File: config.mk
export PLATFORM = sky130hd
export DESIGN_NAME = fpe_cmd
export DESIGN_NICKNAME = d
export VERILOG_FILES = /design/src/core/fpe_cmd.v /design/src/core/fpe_fifo.v
export VERILOG_INCLUDE_DIRS = /design/src /design/src/core
export SDC_FILE = /design/constraint.sdc
export NUM_CORES = 2
export LEC_CHECK = 0
export BUFFER_PORTS_ARGS = -buffer_cell sky130_fd_sc_hd__buf_2
export CORE_MARGIN = 5
export CORE_UTILIZATION = 42
export DETAILED_ROUTE_END_ITERATION = 8
export PLACE_DENSITY_LB_ADDON = 0.2
export SYNTH_ARGS = -nofsm -noshare
export SYNTH_HDL_FRONTEND = slang
export SYNTH_HIERARCHICAL = 1
export SYNTH_SLANG_ARGS = --single-unit
export TNS_END_PERCENT = 10
File: constraint.sdc
create_clock -name core_clk -period 10.1 [get_ports core_clk]
set_input_delay 0 -clock core_clk [delete_from_list [all_inputs] [get_ports core_clk]]
set_output_delay 0 -clock core_clk [all_outputs]
set_load 0.01 [all_outputs]
File: src/core/fpe_defines.vh
`ifndef FPE_DEFINES_VH
`define FPE_DEFINES_VH

// command opcodes
`define FPE_OP_PPQ_A 8'h32
`define FPE_OP_PPQ_B 8'h38
`define FPE_OP_SEC_A 8'hD7
`define FPE_OP_SEC_B 8'h20
`define FPE_OP_BLK32 8'h52
`define FPE_OP_BLK64 8'hD8
`define FPE_OP_ALL_A 8'hC7
`define FPE_OP_ALL_B 8'h60
`define FPE_OP_WLSET 8'h06
`define FPE_OP_WLCLR 8'h04
`define FPE_OP_RDST 8'h05
`define FPE_OP_WRST 8'h01
`define FPE_OP_RDFN 8'h48
`define FPE_OP_WRFN 8'h42
`define FPE_OP_QUAD_ON 8'h35
`define FPE_OP_QUAD_OFF 8'hF5

// command framing, counted in bytes including the opcode
`define FPE_IDX_ADDR0 3'h1
`define FPE_IDX_ADDR2 3'h3
`define FPE_IDX_DATA 3'h4
`define FPE_LEN_OPCODE 3'h1
`define FPE_LEN_REGWR 3'h2
`define FPE_LEN_ADDR 3'h4
`define FPE_LEN_PROG_MIN 3'h5
`define FPE_BITS_BYTE 4'h8
`define FPE_STEP_WIDE 4'h4
`define FPE_STEP_NARROW 4'h1

// array geometry
`define FPE_AW 22
`define FPE_PAGE_BYTES 9'h100
`define FPE_SEC_MASK 22'h000FFF
`define FPE_B32_MASK 22'h007FFF
`define FPE_B64_MASK 22'h00FFFF
`define FPE_ALL_MASK 22'h3FFFFF
`define FPE_BLK_HI 21
`define FPE_BLK_LO 16
`define FPE_NUM_BLK 7'h40
`define FPE_BP_ALL 4'h7

// status register layout
`define FPE_SR_WIP 0
`define FPE_SR_WEL 1
`define FPE_SR_BP_LO 2
`define FPE_SR_BP_HI 5
`define FPE_SR_QE 6
`define FPE_SR_STATUS_WRITE_DISABLE 7
`define FPE_SR_RESET 8'h00

// function register layout, one-time bits only
`define FPE_FR_RSTDIS 1
`define FPE_FR_IRL_LO 4
`define FPE_FR_OTP_MASK 8'hF2
`define FPE_FR_RESET 8'h00

// pin drive patterns
`define FPE_OE_NONE 4'h0
`define FPE_OE_SO 4'h2
`define FPE_OE_ALL 4'hF

`endif

File: src/core/fpe_cmd.v
`timescale 1ns/1ps
`default_nettype none
`include "fpe_defines.vh"

// Contract
// - quad program takes 256 bytes over four lines
// - program into protected page is silently ignored
// - program starts only on clean select rise
// - in-progress reads 1 while busy, else 0
// - page overflow wraps, last 256 bytes kept
// - partial page leaves other bytes unchanged
// - program clears bits only; erase sets them
// - erase fills 4K sector or 32/64K block
// - sector erase: opcode, three address bytes
// - block erase 52h/D8h starts at select rise
// - chip erase opcode alone erases whole array
// - chip erase needs protect zero, else flags
// - 06h sets latch, reset clears it
// - write-class commands need the latch set
// - latch clears when write operation finishes
// - 04h clears latch and blocks writes
// - 05h returns status, usable while busy
// - 01h writes protect, write-disable, quad bits
// - 48h returns function register
// - 42h sets one-time lock and reset-disable bits only
// - four-wire mode carries every command nibble-wide
module fpe_cmd (
    // clock and reset
    input wire core_clk,
    input wire arst_n,
    // serial link pins
    input wire cs_n,
    input wire sclk,
    input wire [3:0] io_in,
    output reg [3:0] io_out,
    output reg [3:0] io_oe,
    // array program port
    output reg arr_wr_valid,
    input wire arr_wr_ready,
    output reg [`FPE_AW-1:0] arr_wr_addr,
    output reg [7:0] arr_wr_data,
    // array erase port
    output reg arr_erase_req,
    output reg [`FPE_AW-1:0] arr_erase_base,
    output reg [`FPE_AW-1:0] arr_erase_mask,
    input wire arr_erase_done,
    // status view
    output reg operation_in_progress,
    output reg write_enable_latch,
    output reg quad_enable,
    output reg [3:0] block_protect_bits,
    output reg status_write_disable,
    output reg four_wire_command_mode,
    output reg [3:0] info_row_lock_bits,
    output reg reset_pin_disable,
    output reg erase_error_flag,
    output reg protection_error_flag,
    input wire err_clr
);
    localparam ST_IDLE = 3'b001;
    localparam ST_PROG = 3'b010;
    localparam ST_ERASE = 3'b100;

    function prot_hit;
        input [`FPE_AW-1:0] a;
        input [3:0] bp;
        reg [6:0] first_blk;
        begin
            first_blk = `FPE_NUM_BLK - (7'h01 << (bp - 4'h1));
            if (bp == 4'h0) begin
                prot_hit = 1'b0;
            end else if (bp >= `FPE_BP_ALL) begin
                prot_hit = 1'b1;
            end else begin
                prot_hit = ({1'b0, a[`FPE_BLK_HI:`FPE_BLK_LO]} >= first_blk);
            end
        end
    endfunction

    // synchronisers; stage one feeds stage two only
    reg cs_s1_r, cs_s2_r, cs_d_r;
    reg ck_s1_r, ck_s2_r, ck_d_r;
    reg [3:0] io_s1_r, io_s2_r;
    wire cs_rise = cs_s2_r & ~cs_d_r;
    wire ck_rise = ck_s2_r & ~ck_d_r & ~cs_s2_r;
    wire ck_fall = ~ck_s2_r & ck_d_r & ~cs_s2_r;

    reg [7:0] sh_r;
    reg [3:0] bit_cnt_r;
    reg [2:0] byte_idx_r;
    reg [7:0] opcode_r;
    reg [`FPE_AW-1:0] addr_r;
    reg [7:0] wptr_r;
    reg [7:0] buf_r [0:255];
    reg [255:0] mask_r;
    reg [2:0] state_r;
    reg [8:0] drain_r;
    reg [7:0] osh_r;
    reg [3:0] ocnt_r;
    reg rd_act_r;

    wire is_ppq = (opcode_r == `FPE_OP_PPQ_A) || (opcode_r == `FPE_OP_PPQ_B);
    wire wide = four_wire_command_mode || (is_ppq && byte_idx_r >= `FPE_IDX_DATA);
    wire [3:0] step = wide ? `FPE_STEP_WIDE : `FPE_STEP_NARROW;
    wire [7:0] byte_nxt = wide ? {sh_r[3:0], io_s2_r} : {sh_r[6:0], io_s2_r[0]};
    wire [3:0] cnt_sum = bit_cnt_r + step;
    wire byte_done = ck_rise && (cnt_sum == `FPE_BITS_BYTE);
    wire busy = (state_r != ST_IDLE);
    wire [7:0] status_val = {status_write_disable, quad_enable, block_protect_bits, write_enable_latch, busy};
    wire [7:0] func_val = {info_row_lock_bits, 2'b00, reset_pin_disable, 1'b0};
    wire [`FPE_AW-1:0] page_base = {addr_r[`FPE_AW-1:8], 8'h00};
    wire [`FPE_AW-1:0] region_mask = (opcode_r == `FPE_OP_BLK64) ? `FPE_B64_MASK :
        (opcode_r == `FPE_OP_BLK32) ? `FPE_B32_MASK : `FPE_SEC_MASK;

    wire fifo_in_ready, fifo_out_valid;
    wire [`FPE_AW+7:0] fifo_out_data;
    wire drain_more = (state_r == ST_PROG) && (drain_r < `FPE_PAGE_BYTES);
    wire drain_push = drain_more && mask_r[drain_r[7:0]];
    wire fifo_pop = fifo_out_valid && (~arr_wr_valid || arr_wr_ready);

    fpe_fifo #(
        .W(`FPE_AW + 8),
        .D(4),
        .AW(2)
    ) u_fifo (
        .core_clk(core_clk),
        .arst_n(arst_n),
        .in_valid(drain_push),
        .in_ready(fifo_in_ready),
        .in_data({page_base[`FPE_AW-1:8], drain_r[7:0], buf_r[drain_r[7:0]]}),
        .out_valid(fifo_out_valid),
        .out_ready(fifo_pop),
        .out_data(fifo_out_data)
    );

    always @(posedge core_clk or negedge arst_n) begin
        if (!arst_n) begin
            cs_s1_r <= 1'b1;
            cs_s2_r <= 1'b1;
            cs_d_r <= 1'b1;
            ck_s1_r <= 1'b0;
            ck_s2_r <= 1'b0;
            ck_d_r <= 1'b0;
            io_s1_r <= 4'h0;
            io_s2_r <= 4'h0;
        end else begin
            cs_s1_r <= cs_n;
            cs_s2_r <= cs_s1_r;
            cs_d_r <= cs_s2_r;
            ck_s1_r <= sclk;
            ck_s2_r <= ck_s1_r;
            ck_d_r <= ck_s2_r;
            io_s1_r <= io_in;
            io_s2_r <= io_s1_r;
        end
    end

    // page buffer holds data only; the mask says which bytes are live
    always @(posedge core_clk) begin
        if (byte_done && is_ppq && byte_idx_r >= `FPE_IDX_DATA && !busy) begin
            buf_r[wptr_r] <= byte_nxt;
        end
    end

    // serial receive and read-back drive
    always @(posedge core_clk or negedge arst_n) begin
        if (!arst_n) begin
            sh_r <= 8'h00;
            bit_cnt_r <= 4'h0;
            byte_idx_r <= 3'h0;
            opcode_r <= 8'h00;
            addr_r <= {`FPE_AW{1'b0}};
            wptr_r <= 8'h00;
            osh_r <= 8'h00;
            ocnt_r <= 4'h0;
            rd_act_r <= 1'b0;
            io_out <= 4'h0;
            io_oe <= `FPE_OE_NONE;
        end else if (cs_s2_r) begin
            // deselect aborts any partial byte and frees the pins
            bit_cnt_r <= 4'h0;
            byte_idx_r <= 3'h0;
            ocnt_r <= 4'h0;
            rd_act_r <= 1'b0;
            io_oe <= `FPE_OE_NONE;
        end else begin
            if (ck_rise) begin
                sh_r <= byte_nxt;
                bit_cnt_r <= byte_done ? 4'h0 : cnt_sum;
            end
            if (byte_done) begin
                if (byte_idx_r < `FPE_LEN_PROG_MIN) begin
                    byte_idx_r <= byte_idx_r + 3'h1;
                end
                if (byte_idx_r == 3'h0) begin
                    opcode_r <= byte_nxt;
                    rd_act_r <= (byte_nxt == `FPE_OP_RDST) || (byte_nxt == `FPE_OP_RDFN);
                end else if (byte_idx_r <= `FPE_IDX_ADDR2 && !busy) begin
                    addr_r <= {addr_r[`FPE_AW-9:0], byte_nxt};
                    if (byte_idx_r == `FPE_IDX_ADDR2) begin
                        wptr_r <= byte_nxt;
                    end
                end else if (is_ppq) begin
                    wptr_r <= wptr_r + 8'h01;
                end
            end
            if (ck_fall && rd_act_r) begin
                // value is refreshed at each byte so polling sees the busy bit drop
                if (ocnt_r == 4'h0) begin
                    if (four_wire_command_mode) begin
                        io_out <= (opcode_r == `FPE_OP_RDST) ? status_val[7:4] : func_val[7:4];
                        osh_r <= (opcode_r == `FPE_OP_RDST) ? {status_val[3:0], 4'h0} : {func_val[3:0], 4'h0};
                    end else begin
                        io_out <= {2'b00, ((opcode_r == `FPE_OP_RDST) ? status_val[7] : func_val[7]), 1'b0};
                        osh_r <= (opcode_r == `FPE_OP_RDST) ? {status_val[6:0], 1'b0} : {func_val[6:0], 1'b0};
                    end
                end else if (four_wire_command_mode) begin
                    io_out <= osh_r[7:4];
                    osh_r <= {osh_r[3:0], 4'h0};
                end else begin
                    io_out <= {2'b00, osh_r[7], 1'b0};
                    osh_r <= {osh_r[6:0], 1'b0};
                end
                ocnt_r <= ((ocnt_r + step) == `FPE_BITS_BYTE) ? 4'h0 : ocnt_r + step;
                io_oe <= four_wire_command_mode ? `FPE_OE_ALL : `FPE_OE_SO;
            end
        end
    end

    // mask of received page bytes
    always @(posedge core_clk or negedge arst_n) begin
        if (!arst_n) begin
            mask_r <= 256'h0;
        end else if (byte_done && byte_idx_r == 3'h0 && !busy) begin
            mask_r <= 256'h0;
        end else if (byte_done && is_ppq && byte_idx_r >= `FPE_IDX_DATA && !busy) begin
            mask_r[wptr_r] <= 1'b1;
        end
    end

    // execution on select rise and self-timed operations
    always @(posedge core_clk or negedge arst_n) begin
        if (!arst_n) begin
            state_r <= ST_IDLE;
            drain_r <= 9'h000;
            write_enable_latch <= 1'b0;
            quad_enable <= 1'b0;
            block_protect_bits <= 4'h0;
            status_write_disable <= 1'b0;
            four_wire_command_mode <= 1'b0;
            info_row_lock_bits <= 4'h0;
            reset_pin_disable <= 1'b0;
            erase_error_flag <= 1'b0;
            protection_error_flag <= 1'b0;
            arr_erase_req <= 1'b0;
            arr_erase_base <= {`FPE_AW{1'b0}};
            arr_erase_mask <= {`FPE_AW{1'b0}};
            arr_wr_valid <= 1'b0;
            arr_wr_addr <= {`FPE_AW{1'b0}};
            arr_wr_data <= 8'h00;
            operation_in_progress <= 1'b0;
        end else begin
            operation_in_progress <= busy;
            if (fifo_pop) begin
                arr_wr_valid <= 1'b1;
                arr_wr_addr <= fifo_out_data[`FPE_AW+7:8];
                arr_wr_data <= fifo_out_data[7:0];
            end else if (arr_wr_ready) begin
                arr_wr_valid <= 1'b0;
            end
            if (err_clr) begin
                erase_error_flag <= 1'b0;
                protection_error_flag <= 1'b0;
            end
            case (state_r)
                ST_IDLE: begin
                    // bit count must be byte aligned or the command is dropped
                    if (cs_rise && bit_cnt_r == 4'h0) begin
                        case (opcode_r)
                            `FPE_OP_WLSET, `FPE_OP_WLCLR: begin
                                if (byte_idx_r == `FPE_LEN_OPCODE) begin
                                    write_enable_latch <= (opcode_r == `FPE_OP_WLSET);
                                end
                            end
                            `FPE_OP_QUAD_ON, `FPE_OP_QUAD_OFF: begin
                                if (byte_idx_r == `FPE_LEN_OPCODE) begin
                                    four_wire_command_mode <= (opcode_r == `FPE_OP_QUAD_ON);
                                end
                            end
                            `FPE_OP_WRST: begin
                                if (byte_idx_r == `FPE_LEN_REGWR && write_enable_latch) begin
                                    block_protect_bits <= addr_r[`FPE_SR_BP_HI:`FPE_SR_BP_LO];
                                    quad_enable <= addr_r[`FPE_SR_QE];
                                    status_write_disable <= addr_r[`FPE_SR_STATUS_WRITE_DISABLE];
                                    write_enable_latch <= 1'b0;
                                end
                            end
                            `FPE_OP_WRFN: begin
                                if (byte_idx_r == `FPE_LEN_REGWR && write_enable_latch) begin
                                    // one-time bits: ones are or-ed in, nothing returns to zero
                                    info_row_lock_bits <= info_row_lock_bits |
                                        addr_r[`FPE_FR_IRL_LO+3:`FPE_FR_IRL_LO];
                                    reset_pin_disable <= reset_pin_disable | addr_r[`FPE_FR_RSTDIS];
                                    write_enable_latch <= 1'b0;
                                end
                            end
                            `FPE_OP_PPQ_A, `FPE_OP_PPQ_B: begin
                                // quad program needs quad enable unless already in four-wire mode
                                if (byte_idx_r == `FPE_LEN_PROG_MIN && write_enable_latch &&
                                    (quad_enable || four_wire_command_mode) &&
                                    !prot_hit(addr_r, block_protect_bits)) begin
                                    state_r <= ST_PROG;
                                    drain_r <= 9'h000;
                                end
                            end
                            `FPE_OP_SEC_A, `FPE_OP_SEC_B, `FPE_OP_BLK32, `FPE_OP_BLK64: begin
                                if (byte_idx_r == `FPE_LEN_ADDR && write_enable_latch &&
                                    !prot_hit(addr_r, block_protect_bits)) begin
                                    state_r <= ST_ERASE;
                                    arr_erase_req <= 1'b1;
                                    arr_erase_mask <= region_mask;
                                    arr_erase_base <= addr_r & ~region_mask;
                                end
                            end
                            `FPE_OP_ALL_A, `FPE_OP_ALL_B: begin
                                if (byte_idx_r == `FPE_LEN_OPCODE && write_enable_latch) begin
                                    if (block_protect_bits == 4'h0) begin
                                        state_r <= ST_ERASE;
                                        arr_erase_req <= 1'b1;
                                        arr_erase_base <= {`FPE_AW{1'b0}};
                                        arr_erase_mask <= `FPE_ALL_MASK;
                                    end else begin
                                        erase_error_flag <= 1'b1;
                                        protection_error_flag <= 1'b1;
                                    end
                                end
                            end
                            default: begin
                            end
                        endcase
                    end
                end
                ST_PROG: begin
                    // bytes with a clear mask are never sent, so the array keeps them
                    if (drain_more && (fifo_in_ready || !drain_push)) begin
                        drain_r <= drain_r + 9'h001;
                    end else if (!drain_more && !fifo_out_valid && !arr_wr_valid) begin
                        state_r <= ST_IDLE;
                        write_enable_latch <= 1'b0;
                    end
                end
                ST_ERASE: begin
                    if (arr_erase_done) begin
                        arr_erase_req <= 1'b0;
                        state_r <= ST_IDLE;
                        write_enable_latch <= 1'b0;
                    end
                end
                default: begin
                    state_r <= ST_IDLE;
                end
            endcase
        end
    end
endmodule // fpe_cmd

`default_nettype wire

File: src/core/fpe_fifo.v
`timescale 1ns/1ps
`default_nettype none

module fpe_fifo #(
    parameter W = 30,
    parameter D = 4,
    parameter AW = 2
) (
    // clock and reset
    input wire core_clk,
    input wire arst_n,
    // filling side
    input wire in_valid,
    output wire in_ready,
    input wire [W-1:0] in_data,
    // draining side
    output wire out_valid,
    input wire out_ready,
    output wire [W-1:0] out_data
);
    reg [W-1:0] mem_r [0:D-1];
    reg [AW-1:0] wp_r;
    reg [AW-1:0] rp_r;
    reg [AW:0] cnt_r;
    reg full_r;
    reg empty_r;
    wire push;
    wire pop;
    reg [AW:0] cnt_nxt;

    assign in_ready = ~full_r;
    assign out_valid = ~empty_r;
    assign out_data = mem_r[rp_r];
    assign push = in_valid & ~full_r;
    assign pop = out_ready & ~empty_r;

    always @* begin
        cnt_nxt = cnt_r;
        if (push & ~pop) begin
            cnt_nxt = cnt_r + 1'b1;
        end else if (pop & ~push) begin
            cnt_nxt = cnt_r - 1'b1;
        end
    end

    always @(posedge core_clk) begin
        if (push) begin
            mem_r[wp_r] <= in_data;
        end
    end

    always @(posedge core_clk or negedge arst_n) begin
        if (!arst_n) begin
            wp_r <= {AW{1'b0}};
            rp_r <= {AW{1'b0}};
            cnt_r <= {(AW+1){1'b0}};
            full_r <= 1'b0;
            empty_r <= 1'b1;
        end else begin
            if (push) begin
                wp_r <= (wp_r == D - 1) ? {AW{1'b0}} : wp_r + 1'b1;
            end
            if (pop) begin
                rp_r <= (rp_r == D - 1) ? {AW{1'b0}} : rp_r + 1'b1;
            end
            cnt_r <= cnt_nxt;
            full_r <= (cnt_nxt == D);
            empty_r <= (cnt_nxt == {(AW+1){1'b0}});
        end
    end
endmodule // fpe_fifo

`default_nettype wire

After elaboration in Yosys (flattened, before gate mapping) --
Memory sizes are Yosys's and may differ from the RTL's. A register that Yosys moved wholly into a read port is not among the register bits. Index checks and enable logic that the tools add are counted.
Operators by class: eq/ne operators 51, bitwise logic cells 24, shift operators 1, multiplexer cells 105, $lt $le $gt $ge 9, add/sub/neg operators 11, reduce and logical (&&, ||, !) cells 75
Operators with widths (number):
- 256-bit 2-to-1 mux | 2
- 256-bit OR | 1
- 22-bit 2-to-1 mux | 6
- 22-bit case mux with 2 select lines | 2
- 8-bit 2-to-1 mux | 9
- 4-bit 2-to-1 mux | 13
- 1-bit 2-to-1 mux | 42
- 3-bit 2-to-1 mux | 14
- 9-bit 2-to-1 mux | 4
- 8-bit by 3-bit == test with 1-bit output (second input constant) | 4
- 8-bit by 6-bit == test with 1-bit output (second input constant) | 4
- 8-bit by 7-bit == test with 1-bit output (second input constant) | 4
- 8-bit == test (second input constant) | 4
- 1-bit logical AND | 24
- 22-bit AND | 1
- 16-bit NOT with 22-bit output | 1
- 2-bit nonzero test | 11
- 8-bit by 9-bit < comparator with 1-bit output (second input constant) | 2
- 3-bit inequality test (second input constant) | 6
- 3-bit case mux with 3 select lines | 2
- 9-bit case mux with 2 select lines | 1
- 16-bit 2-to-1 mux | 1
- 4-bit AND reduction | 4
- 15-bit 2-to-1 mux | 1
- 50 further kinds | 113
Storage, ports and cells: input bits 11, memory bits (writable) 2168, register bits 426, memories 2, output and inout port bits 100
Memory list:
- buf_r | words 256, width 8, read ports 1, clocked after memory_dff 0, write ports 1, RTL line fpe_cmd.v:94 | reg [7:0] buf_r [0:255];
- u_fifo.mem_r | words 4, width 30, read ports 1, clocked after memory_dff 1, write ports 1, RTL line fpe_fifo.v:21 | reg [W-1:0] mem_r [0:D-1];

Longest topological paths before layout --
depth in word-level cells 15, mapped depth 17, mapped depth without buffers 15

Hierarchy --
The synthesis kept the hierarchy.
By module, submodules not included:
- fpe_cmd | area each 97009.3 µm², times used 1, cells each 4707, sequential area each 71863.9 µm²
- fpe_fifo | area each 4885.9 µm², times used 1, cells each 216, sequential area each 3829.9 µm²

Least setup slack after synthesis --
No wires, ideal clock.
path kind reg-to-reg, start point register opcode_r[3], end point memory buf_r[0][3], data pin, data required time 9.329 ns, cell stages (with the launch flop) 8, slack 4.972 ns, clock period less this slack 5.128 ns, arrival 4.357 ns, cells stage by stage dfrtp_1 > buf_2 > xor2_1 > and4_1 > clkbuf_1 > nor2_2 > mux2i_1 > inv_1
Between the ends: word-level cells in the longest chain between the ends 5, elaborated cells between the ends (all ways) 6
Ends and longest elaborated chain:
- start, declared | RTL line fpe_cmd.v:91 | reg [7:0] opcode_r;
- start signal, assigned | RTL line fpe_cmd.v:196 | opcode_r <= byte_nxt;
- 8-bit by 6-bit == test with 1-bit output
- 1-bit logical OR * | RTL line fpe_cmd.v:102 | wire is_ppq = (opcode_r == `FPE_OP_PPQ_A) || (opcode_r == `FPE_OP_PPQ_B);
- 1-bit logical AND (no line) *
- 1-bit logical OR * | RTL line fpe_cmd.v:103 | wire wide = four_wire_command_mode || (is_ppq && byte_idx_r >= `FPE_IDX_DATA);
- 8-bit 2-to-1 mux * | RTL line fpe_cmd.v:105 | wire [7:0] byte_nxt = wide ? {sh_r[3:0], io_s2_r} : {sh_r[6:0], io_s2_r[0]};
- via byte_nxt[3] | RTL line fpe_cmd.v:105
- end, declared | RTL line fpe_cmd.v:94
The timed path passes the listed nets; every way through them passes the cells marked *.

Worst setup path after layout --
start point register opcode_r[3], end point memory buf_r[214][3] (enable)
Between the ends: word-level cells in the longest chain between the ends 13, elaborated cells between the ends (all ways) 14
Ends and longest elaborated chain:
- 8-bit by 6-bit == test with 1-bit output
- 1-bit logical OR * | RTL line fpe_cmd.v:102
- 1-bit logical AND (no line)
- 1-bit logical OR | RTL line fpe_cmd.v:103
- 3-bit 2-to-1 mux (no line)
- 4-bit by 3-bit adder with 4-bit output | RTL line fpe_cmd.v:106 | wire [3:0] cnt_sum = bit_cnt_r + step;
- 4-bit == test (no line)
- 1-bit logical AND | RTL line fpe_cmd.v:107 | wire byte_done = ck_rise && (cnt_sum == `FPE_BITS_BYTE);
- 1-bit logical AND * | RTL line fpe_cmd.v:160 | if (byte_done && is_ppq && byte_idx_r >= `FPE_IDX_DATA && !busy) begin
- 1-bit logical AND (no line) *
- 1-bit logical AND * | RTL line fpe_cmd.v:160
- 1-bit 2-to-1 mux * | RTL line fpe_cmd.v:160
- 1-bit 2-to-1 mux (not written as such) * | RTL line fpe_cmd.v:161 | buf_r[wptr_r] <= byte_nxt;
Every way passes the cells marked *; elsewhere a longest branch is shown, timed or not.

==> flow_summary.toml <==
[worst_setup_path]
crit_path_end_kind = "flop"
cp.arrival_ns = 6.84
cp-start-kind = "flop"
path_class = "reg -> reg"
path_max_fanout = 16
r2r_start = "opcode_r[3]"
worstPathRequired_ns = 10.63
worstSetupStartpoint = "opcode_r[3]"

[yosys]
synth-simple-area-share_pct = 2.639
synthTopCellsByCount = "2168 x edfxtp_1, 759 x mux4_2, 418 x dfrtp_1, 326 x nor2_1, 258 x o21a_1"
yosys_register_bits = 2591
muxShareOfSynthArea_pct = 17.90
yosys-top-cells-area = "edfxtp_1 64%, mux4_2 17%, dfrtp_1 10%"
synth_top_area_cell = "edfxtp_1"
async_flop_share_pct = 16.33
yosys.area_share.xor_xnor_pct = 0.08595
synthCells = 4923
synth_compound_area_share_pct = 3.116
synth_edf_count = 2168
netlist_area_um2 = 101900
ys_seq_area_share_pct = 74.29
synth_top_area_share_pct = 63.89
synth_warnings = 6
synthFlopType = "edfxtp_1"
synth_top_family_by_area = "multiplexers"
synth.most_common_cell = "edfxtp_1"
ys_types = 75
syn_avg_cell_area_um2 = 20.70
synth_adder_area_share_pct = 0.3782

[worst_hold_path]
worstHoldStart = "arr_erase_done"
hp-class = "in -> reg"

[timing]
period_needed_ns = 6.309
setup_viol = 0
setup_ws_ns = 3.791
drv_slew = 0
worst_pin_slew_ns = 1.294
maxSlewHeadroom_pct = 13.56
hold_violations = 0
rsz0062_at_grt = "false"
tns_ns = 0
finalCritPeriodShare_pct = 62.46
clock-skew-final_ns = 0.03618
max_freq_mhz = 158.5

[floorplan]
start_util_pct = 42.28
core_um2 = 241000
die_y_um = 502.6
row_count = 180
dieArea_um2 = 252600
die_w_um = 502.6
io_pins = 111

[pwr]
pwr-share-seq_pct = 51.9
power_frac_comb_pct = 5.2
p_clk_share_pct = 43.0
swShare_pct = 21.66
power.density_nw_per_um2 = 202.6
intPower_mw = 18.26
p_leak_nw = 37.34
vdd_drop_max_v = 0.0001279
switchingPower_mw = 5.048

[cells_and_area]
finalNonFillerCells = 8496
nets = 5134
syn2layout_area_growth_pct = 12.92
drive_gt1_share_pct = 26.95

[place]
io_buffers = 98
place.gp.congestion = 0.7955
placedCellCount = 7970
hpwl_um = 153200
place_ws_ns = 3.716

[grt]
grt_overflow = 0
grt_pass1_wl_um = 379900
grt-busiest-layer = "met2"
grt_max_degree = 174
grt_use_total_pct = 20.91
grt_use_met3_pct = 4.182
antenna_found_initial = 23
grt_pass1_vias = 50180
met2_usage_pct = 32.45
met1_usage_pct = 30.65

[route]
wire_per_inst_um = 31.04
route.vias.total = 49850
post-route-drc-count = 0
firstDrtPassIters = 5
viasPerCell = 5.867
routed_wl_um = 263700
drt_iter0_drc = 5223
ant_nets = 0

[cts]
ctsRootBufferMaster = "clkbuf_16"
cts_buffers = 285
tritoncts = "done"
insertion_delay_ns = 0.92
cts_resized = 0
cts_htree_levels = 5
clock_sinks = 2591
cts.clk_slew.worst_paths_ns = 0.06
cts_buffer_depth = 4

[run]
max_cap_viol_count = 0

[run_status]
status = "finished clean"
==> final timing paths <==
path / endpoint / slack (ns) / cells past startpoint
min in group asynchronous: cs_s1_r / 0.27 / 3
setup reg to reg: buf_r[214][3] / 3.79 / 13
max in group asynchronous: drain_r[3] / 7.89 / 5
hold / removal: arr_erase_req / 0.20 / 6
hold reg to reg: io_s2_r[1] / 0.35 / 0
setup / recovery: buf_r[214][3] / 3.79 / 13
==> layout make-up <==
cell class | instances | area (um^2)
Clock buffer | 390 | 7956
Antenna cell | 8 | 20.02
Multi-Input combinational cell | 1980 | 24780
Sequential cell | 2591 | 75720
Inverter | 44 | 225.2
Timing Repair Buffer | 191 | 1406
Clock inverter | 107 | 975.9
Tap cell | 3185 | 3985
Fill cell | 19580 | 125900
==> cell families after synthesis <==
| group | count (synthesis) |
|---|---|
| AND/OR/NAND/NOR | 608 |
| adder cells (fa/ha/maj) | 31 |
| other | 1 |
| multiplexers | 867 |
| flip-flops | 2591 |
| buffers and inverters | 363 |
| AO/OA/AOI/OAI | 452 |
| XOR/XNOR | 10 |
==> what timing repair did <==
| item | 4_1_cts | 5_1_grt |
|---|---|---|
| setup buffers | 0 | 0 |
| setup endpoints to repair | 0 | 0 |
| hold endpoints to repair | 263 | 0 |
| hold buffers | 21 | 0 |
==> layer usage <==
metal | part of all wire (%) | routed length, um
met5 | 0.0087 | 23
met1 | 43 | 113700
met3 | 7.4 | 19570
met4 | 2.3 | 6146
met2 | 47 | 124200
==> layout by cell type, fill, tap and decap left out, drive strengths merged, types with 10 or more instances in the layout <==
| cell | Yosys | layout |
|---|---|---|
| mux2 | 52 | 52 |
| a21o | 11 | 11 |
| o21a | 258 | 258 |
| o21ai | 48 | 48 |
| nor4 | 14 | 14 |
| nor2b | 12 | 12 |
| clkinv | 1 | 72 |
| mux2i | 56 | 56 |
| nand3 | 34 | 34 |
| nand3b | 11 | 11 |
| nand2b | 10 | 10 |
| conb | 1 | 12 |
| bufinv | 0 | 16 |
| dlygate4sd3 | 0 | 20 |
| ha | 30 | 30 |
| nor3 | 25 | 25 |
| a22o | 19 | 19 |
| buf | 142 | 171 |
| mux4 | 759 | 759 |
| nor2 | 327 | 327 |
| inv | 43 | 53 |
| edfxtp | 2168 | 2168 |
| clkbuf | 177 | 390 |
| and2 | 11 | 11 |
| nand2 | 123 | 123 |
| dfrtp | 418 | 418 |
| clkinvlp | 0 | 10 |
| a21oi | 55 | 55 |
==> per-stage QoR <==
| stage | instance area [um^2] | power, mW | util (%) | hold WS (ns) |
|---|---|---|---|---|
| after floorplan | 101900 | 13.04 | - | -0.2956 |
| after global placement | 105900 | 13.52 | 43.94 | 0.09440 |
| after detailed placement | 105900 | 13.55 | 43.94 | 0.1008 |
| after CTS | 115000 | 23.53 | 47.74 | 0.1181 |
| after global routing | 115000 | 24.05 | 47.74 | 0.1872 |
| final | 115100 | 23.31 | 47.75 | 0.2050 |
==> power groups by stage <==
stage	Sequential, mW	Combinational (mW)	Clock [mW]
after floorplan	12.4	0.616	0
after global placement	12.3	1.21	0
after detailed placement	12.3	1.24	0
after CTS	12.1	1.24	10.2
after global routing	12.1	1.29	10.7
final	12.1	1.20	10.0
==> sequential cells by signal (all words and copies together) (netlist names), 7 cells and up <==
register / flops
wptr_r: 8
drain_r: 9
arr_erase_base: 10
arr_wr_addr: 22
buf_r: 2048
u_fifo/mem_r: 120
opcode_r: 8
addr_r: 22
arr_wr_data: 8
osh_r: 7
sh_r: 7
mask_r: 256
==> worst max-delay path: stages (launching register included) <==
cell     delay [ns]
dfrtp_1        0.49
xor2_1         0.22
and4_1         0.29
nor2_2         0.47
inv_1          0.15
ha_1           0.33
xor2_1         0.19
nor3_1         0.24
nand3_1        0.21
inv_1          0.21
nand3_1        0.30
nor3_2         0.93
nand3_1        0.95
nor2_1         0.93
(Power assumes the default switching activity.)
